File: config.mk
export PLATFORM = sky130hd
export DESIGN_NAME = axdec_decoder
export DESIGN_NICKNAME = d
export VERILOG_FILES = /design/src/axdec_in_sync.sv /design/src/axdec_decoder.sv
export SDC_FILE = /design/constraint.sdc
export NUM_CORES = 1
export LEC_CHECK = 0
export BUFFER_PORTS_ARGS = -buffer_cell sky130_fd_sc_hd__buf_2
export CAP_MARGIN = 25
export CELL_PAD_IN_SITES_DETAIL_PLACEMENT = 1
export CELL_PAD_IN_SITES_GLOBAL_PLACEMENT = 2
export CORE_AREA = 2 2 143 110
export DETAILED_ROUTE_END_ITERATION = 10
export DIE_AREA = 0 0 145 112
export GPL_TIMING_DRIVEN = 0
export PLACE_DENSITY = 0.72
export SKIP_CTS_REPAIR_TIMING = 1
export SYNTH_ARGS = -nofsm -noshare
export SYNTH_HDL_FRONTEND = slang
export SYNTH_SLANG_ARGS = --single-unit
File: constraint.sdc
create_clock -name clock -period 3.4 [get_ports clock]
set_clock_uncertainty 0.05 [all_clocks]
set_input_delay 0.68 -clock clock [delete_from_list [all_inputs] [get_ports clock]]
set_output_delay 0.68 -clock clock [all_outputs]
set_load 0.01 [all_outputs]
File: src/axdec_in_sync.sv
// Constants of the auxiliary encoder decoder and its input synchroniser.
// Assumes channel A and B arrive from pins, asynchronous to clock.
// Behaviour
// Selectable input type, quadrature x4 after reset
// Quadrature counts every edge of both channels; edges of A and B that fall in one cycle count nothing
// Step mode: A pulses, B gives direction
// Up/down mode: A pulses up, B down
// Quadrature counts up when A leads B
// Step mode counts up while B high
// Up/down mode counts up on A pulses
// Opposite conditions count the position down
package axdec_pkg;
  localparam int ADDR_W = 8;
  localparam logic [ADDR_W-1:0] OFS_TYPE = 8'h00;
  localparam logic [ADDR_W-1:0] OFS_POS = 8'h04;
  localparam logic [ADDR_W-1:0] OFS_STATUS = 8'h08;
  localparam int DATA_W = 32;
  localparam int MODE_W = 2;
  localparam logic [MODE_W-1:0] QUAD_TIMES_FOUR_MODE = 2'h0;
  localparam logic [MODE_W-1:0] STEP_AND_DIRECTION_MODE = 2'h1;
  localparam logic [MODE_W-1:0] UP_DOWN_PULSE_MODE = 2'h2;
  localparam logic [MODE_W-1:0] TYPE_RESET = QUAD_TIMES_FOUR_MODE;
  localparam logic [DATA_W-1:0] POS_RESET = 32'h0000_0000;
  localparam int STAT_LEVEL_A = 0;
  localparam int STAT_LEVEL_B = 1;
  localparam int STAT_DIR_UP = 2;
  localparam logic [1:0] HTRANS_NONSEQ = 2'h2;
endpackage

module axdec_in_sync (
  input wire logic clock,
  input wire logic rstSyncN,
  input wire logic chanA,
  input wire logic chanB,
  output logic levelA,
  output logic levelB,
  output logic prevA,
  output logic prevB
);
  import axdec_pkg::*;

  typedef struct packed {
    logic [1:0] meta;
    logic [1:0] level;
    logic [1:0] prev;
  } axdec_sync_t;

  axdec_sync_t state_reg;
  axdec_sync_t state_next;

  // The first stage feeds only the second stage
  always_comb begin
    state_next = state_reg;
    state_next.meta = {chanB, chanA};
    state_next.level = state_reg.meta;
    state_next.prev = state_reg.level;
  end

  always_ff @(posedge clock or negedge rstSyncN) begin
    if (!rstSyncN) begin
      state_reg <= '0;
    end else begin
      state_reg <= state_next;
    end
  end

  assign levelA = state_reg.level[0];
  assign levelB = state_reg.level[1];
  assign prevA = state_reg.prev[0];
  assign prevB = state_reg.prev[1];
endmodule

File: src/axdec_decoder.sv
// Auxiliary encoder input decoder with an AHB-Lite register slave.
// Assumes one 100 MHz clock, single-word AHB-Lite transfers, and
// channels that stay stable for at least two clock periods per level.
module axdec_decoder (
  input wire logic clock,
  input wire logic rst_n,
  input wire logic chanA,
  input wire logic chanB,
  input wire logic hsel,
  input wire logic [31:0] haddr,
  input wire logic [1:0] htrans,
  input wire logic hwrite,
  input wire logic [2:0] hsize,
  input wire logic [31:0] hwdata,
  input wire logic hready,
  output logic [31:0] hrdata,
  output logic hreadyout,
  output logic hresp
);
  import axdec_pkg::*;

  typedef struct packed {
    logic [MODE_W-1:0] auxInputTypeSelect;
    logic [DATA_W-1:0] auxPositionCount;
    logic dirUp;
    logic wrPend;
    logic [ADDR_W-1:0] wrAddr;
    logic [DATA_W-1:0] rdData;
    logic readyOut;
    logic respOut;
  } axdec_state_t;

  axdec_state_t state_reg;
  axdec_state_t state_next;
  logic [1:0] rstSync;
  logic rstSyncN;
  logic levelA;
  logic levelB;
  logic prevA;
  logic prevB;

  // Reset enters asynchronously but is released on the clock
  always_ff @(posedge clock or negedge rst_n) begin
    if (!rst_n) begin
      rstSync <= 2'h0;
    end else begin
      rstSync <= {rstSync[0], 1'b1};
    end
  end
  assign rstSyncN = rstSync[1];

  axdec_in_sync inSync (
    .clock(clock),
    .rstSyncN(rstSyncN),
    .chanA(chanA),
    .chanB(chanB),
    .levelA(levelA),
    .levelB(levelB),
    .prevA(prevA),
    .prevB(prevB)
  );

  logic riseA;
  logic riseB;
  logic changeA;
  logic changeB;
  logic stepUp;
  logic stepDown;
  logic addrPhase;
  logic [ADDR_W-1:0] addrLow;
  logic [MODE_W-1:0] typeSeen;
  logic [DATA_W-1:0] statusWord;

  assign riseA = levelA & ~prevA;
  assign riseB = levelB & ~prevB;
  assign changeA = levelA ^ prevA;
  assign changeB = levelB ^ prevB;

  // Step decode per selected input type
  always_comb begin
    stepUp = 1'b0;
    stepDown = 1'b0;
    unique case (state_reg.auxInputTypeSelect)
      QUAD_TIMES_FOUR_MODE: begin
        // Every single edge of A or B is one count; a double change
        // in one cycle has lost its order and is dropped
        if (changeA ^ changeB) begin
          stepUp = ~(prevA ^ levelB);
          stepDown = prevA ^ levelB;
        end
      end
      STEP_AND_DIRECTION_MODE: begin
        if (riseA) begin
          stepUp = levelB;
          stepDown = ~levelB;
        end
      end
      UP_DOWN_PULSE_MODE: begin
        // Pulses on both channels in one cycle cancel out
        stepUp = riseA & ~riseB;
        stepDown = riseB & ~riseA;
      end
      default: begin
        // Reserved type code counts nothing
        stepUp = 1'b0;
        stepDown = 1'b0;
      end
    endcase
  end

  assign addrPhase = hsel & hready & (htrans == HTRANS_NONSEQ);
  assign addrLow = haddr[ADDR_W-1:0];

  // A type write still in its data phase is forwarded to a read
  always_comb begin
    typeSeen = state_reg.auxInputTypeSelect;
    if (state_reg.wrPend && state_reg.wrAddr == OFS_TYPE) begin
      typeSeen = hwdata[MODE_W-1:0];
    end
  end

  always_comb begin
    statusWord = '0;
    statusWord[STAT_LEVEL_A] = levelA;
    statusWord[STAT_LEVEL_B] = levelB;
    statusWord[STAT_DIR_UP] = state_reg.dirUp;
  end

  always_comb begin
    state_next = state_reg;
    state_next.readyOut = 1'b1;
    state_next.respOut = 1'b0;
    if (stepUp) begin
      state_next.auxPositionCount = state_reg.auxPositionCount + 32'h1;
      state_next.dirUp = 1'b1;
    end else if (stepDown) begin
      state_next.auxPositionCount = state_reg.auxPositionCount - 32'h1;
      state_next.dirUp = 1'b0;
    end
    if (state_reg.wrPend && state_reg.wrAddr == OFS_TYPE) begin
      state_next.auxInputTypeSelect = hwdata[MODE_W-1:0];
    end
    state_next.wrPend = addrPhase & hwrite;
    state_next.wrAddr = addrLow;
    if (addrPhase && !hwrite) begin
      unique case (addrLow)
        OFS_TYPE: state_next.rdData = {{(DATA_W-MODE_W){1'b0}}, typeSeen};
        OFS_POS: state_next.rdData = state_next.auxPositionCount;
        OFS_STATUS: state_next.rdData = statusWord;
        default: state_next.rdData = '0;
      endcase
    end
  end

  always_ff @(posedge clock or negedge rstSyncN) begin
    if (!rstSyncN) begin
      state_reg.auxInputTypeSelect <= TYPE_RESET;
      state_reg.auxPositionCount <= POS_RESET;
      state_reg.dirUp <= 1'b0;
      state_reg.wrPend <= 1'b0;
      state_reg.wrAddr <= '0;
      state_reg.rdData <= '0;
      state_reg.readyOut <= 1'b1;
      state_reg.respOut <= 1'b0;
    end else begin
      state_reg <= state_next;
    end
  end

  assign hrdata = state_reg.rdData;
  assign hreadyout = state_reg.readyOut;
  assign hresp = state_reg.respOut;
endmodule

==> reports/results.ini <==
[run_status]
status = complete, no violations

[drt]
dr.pass1.iters = 4
vias = 3257
initialDrtViolationCount = 143
post_drt_wl_per_cell_um = 16.91
final_antenna_net_count = 0
wirelength_um = 11400
drc_errors = 0
vias_per_cell = 4.832

[global_route]
grt_max_degree = 43
grt_pass1_vias = 3516
overflow = 0
grt_first_pass_wirelength_um = 19220
antenna_found_initial = 0
track_usage = 0.1511

[die]
die_y_um = 112
die_area_sq_mm = 0.01624
die_w_um = 145
io-pin-count = 110
num_rows = 39
initial_utilization = 0.2951
core_area_sq_mm = 0.01488

[clock_network]
numCtsBuffers = 9
clkSinkCount = 84
cts_tree = yes
clk_pin_slew_ns = 0.06
htree_levels = 3
cts-root-buf = clkbuf_16
clkLatencyLatePin_ns = 0.35
clockBufferDepth = 2

[layout]
diodes = 0
drive_above_1_share = 0.2495
area_growth_pct = 18.72
fin_cells = 674
fin_nets = 548
largest_reg_flops = 44
post-route-cell-area_sq_mm = 0.005214

[power_and_ir_drop]
p_total_mw = 2.844
p_sw_frac = 0.3265
power_frac_clock = 0.343
seqPwrFrac = 0.437
leakagePower_nw = 2.505
p_int_mw = 1.915
p_comb_frac = 0.219
vdd_ir_drop_max_mv = 0.2846
power.switching_mw = 0.9284
p_per_area_mw_per_mm2 = 545.4

[timing]
fin_tns_setup_ns = 0
clock.fmax_ghz = 0.3305
rsz0062_at_grt = no
slew_viol_final = 0
period_share = 0.8899
max_slew_margin = 0.4936
holdWs_ns = 0.05119
report.final.hold_viol_count = 0
worst_slew_pin_slew_ns = 0.7596
setup_viol = 0
finalCriticalPeriod_ns = 3.026

[synth]
synth_seq_cells = 84
synth.avg_cell_area_sq_um = 10.95
synth_flop_cell = dfrtp_1
yosys_warnings = 0
yosysSeqAreaShare = 0.4786
ys_types = 68
yosys.area.top_type = dfrtp_1
syn_area_sq_mm = 0.004392
syn_inst = 401
synth_top_area_frac = 0.4786
synth-edff-count = 0
synth_area_leaders = dfrtp_1 (48%), buf_4 (5.8%), a22o_1 (5.2%)
async_flop_share = 1.000

[placed_design]
placed_area_sq_mm = 0.004926
place_hpwl_um = 8452
place_inst = 658
gp_congestion = 0.8680
io_buffers = 50

[worst_setup_path]
worstSetupStartpointType = flop
cp-end-kind = flop
r2r_cells = 7
required_ns = 3.59
path_max_fanout = 10
crit_slowest_cell = a2111oi_4
path_class = flop to flop
crit_chain = ha_1 -> xor2_1 -> nand4_1 -> a2111oi_4 -> a32oi_1 -> xnor2_1 -> a22o_1
critPathArrivalTime_ns = 3.22
critPathMaxStageDelay_ns = 0.81

[job]
maxCapViolCount = 0

[hold_path]
hp-class = input pin to asynchronous set/reset pin

-- path summary, 6_finish.rpt --
kind | startpoint | slack [ns] | endpoint
setup reg to reg | inSync.levelB | 0.37 | hrdata[30]
hold reg to reg | rstSync[1] | 0.28 | state_reg[47]
min in group clock | inSync.state_next[2] | 0.30 | inSync.levelA
setup / recovery | inSync.levelB | 0.37 | hrdata[30]
hold / removal | rst_n | 0.05 | rstSync[1]
max in group asynchronous | rstSync[1] | 2.38 | hrdata[17]
-- logic make-up (layout without fill, tap and decap cells) --
kind of cell / Yosys count / count (layout) / synth area share
AOI/OAI and AO/OA: 87 / 87 / 0.1724
adders and majority gates: 8 / 8 / 0.02279
muxes: 3 / 3 / 0.007407
and+or+nand+nor: 123 / 123 / 0.1652
other: 2 / 3 / 0.001710
DFF: 84 / 84 / 0.4786
buffers and inverters: 62 / 129 / 0.08803
xor gates and xnor gates: 32 / 32 / 0.06382
-- cell usage in the layout (no fill, tap or decap), drive strengths merged, types with 3 or more instances in the layout --
cell type,n
o32ai,4
inv,14
nand2,23
nor3,12
nand2b,4
a32oi,11
a21o,3
a21oi,7
o211ai,4
a31oi,3
nand4,6
a22o,26
and2,7
nor2b,4
a2111oi,4
dfrtp,84
ha,8
xor2,10
nand3,8
nor4,10
and4,4
a22oi,4
clkbuf,20
or4,4
and3,9
nor2,19
xnor2,22
conb,3
buf,91
-- through the flow --
stage / setup WS (ns) / util
floorplan: 0.8372 / -
global placement: -0.1983 / 0.3294
detailed placement: 0.3865 / 0.3310
CTS: 0.3707 / 0.3503
global route: 0.09023 / 0.3503
finish: 0.3745 / 0.3503
-- cell usage after synthesis (all sizes together) (3+ instances only) --
| cell | number |
|---|---|
| dfrtp | 84 |
| buf | 40 |
| a22o | 26 |
| nand2 | 23 |
| xnor2 | 22 |
| nor2 | 19 |
| inv | 14 |
| nor3 | 12 |
| a32oi | 11 |
| nor4 | 10 |
| xor2 | 10 |
| and3 | 9 |
| clkbuf | 8 |
| ha | 8 |
| nand3 | 8 |
| a21oi | 7 |
| and2 | 7 |
| nand4 | 6 |
| a2111oi | 4 |
| a22oi | 4 |
| and4 | 4 |
| nand2b | 4 |
| nor2b | 4 |
| o211ai | 4 |
| o32ai | 4 |
| or4 | 4 |
| a21o | 3 |
| a31oi | 3 |
-- power groups by stage --
stage / Clock [mW] / Sequential (mW) / Combinational, mW
floorplan: 0 / 1.22 / 0.462
global placement: 0 / 1.26 / 0.591
detailed placement: 0 / 1.26 / 0.620
CTS: 1.01 / 1.24 / 0.626
global route: 1.04 / 1.26 / 0.699
finish: 0.976 / 1.24 / 0.623
-- routing by layer --
layer  share of wire  vias up  global-route usage
met5               0        -                   0
met4           0.021        0             0.06073
met3           0.035       17             0.03402
met2            0.42       56              0.2206
met1            0.52     1610              0.2168
li1                -     1574                   -
-- critical path, delay by kind of cell (launching register included) --
kind / cells / cell delay [ns]
flops: 1 / 0.45
fa+ha+maj: 1 / 0.32
xor+xnor: 2 / 0.55
simple gates: 1 / 0.27
compound gates: 3 / 1.27
-- cell type report --
cell class,count,area (sq um)
flip-flops and latches,84,2106
well taps,205,256.5
fillers,1676,9669
inverters,14,52.55
repair buffers,51,270.3
plain buffers,48,334.1
clock inverters,4,51.30
clock buffers,12,236.5
multi-input cells,256,1907
Power figures use the tool's default switching activity.
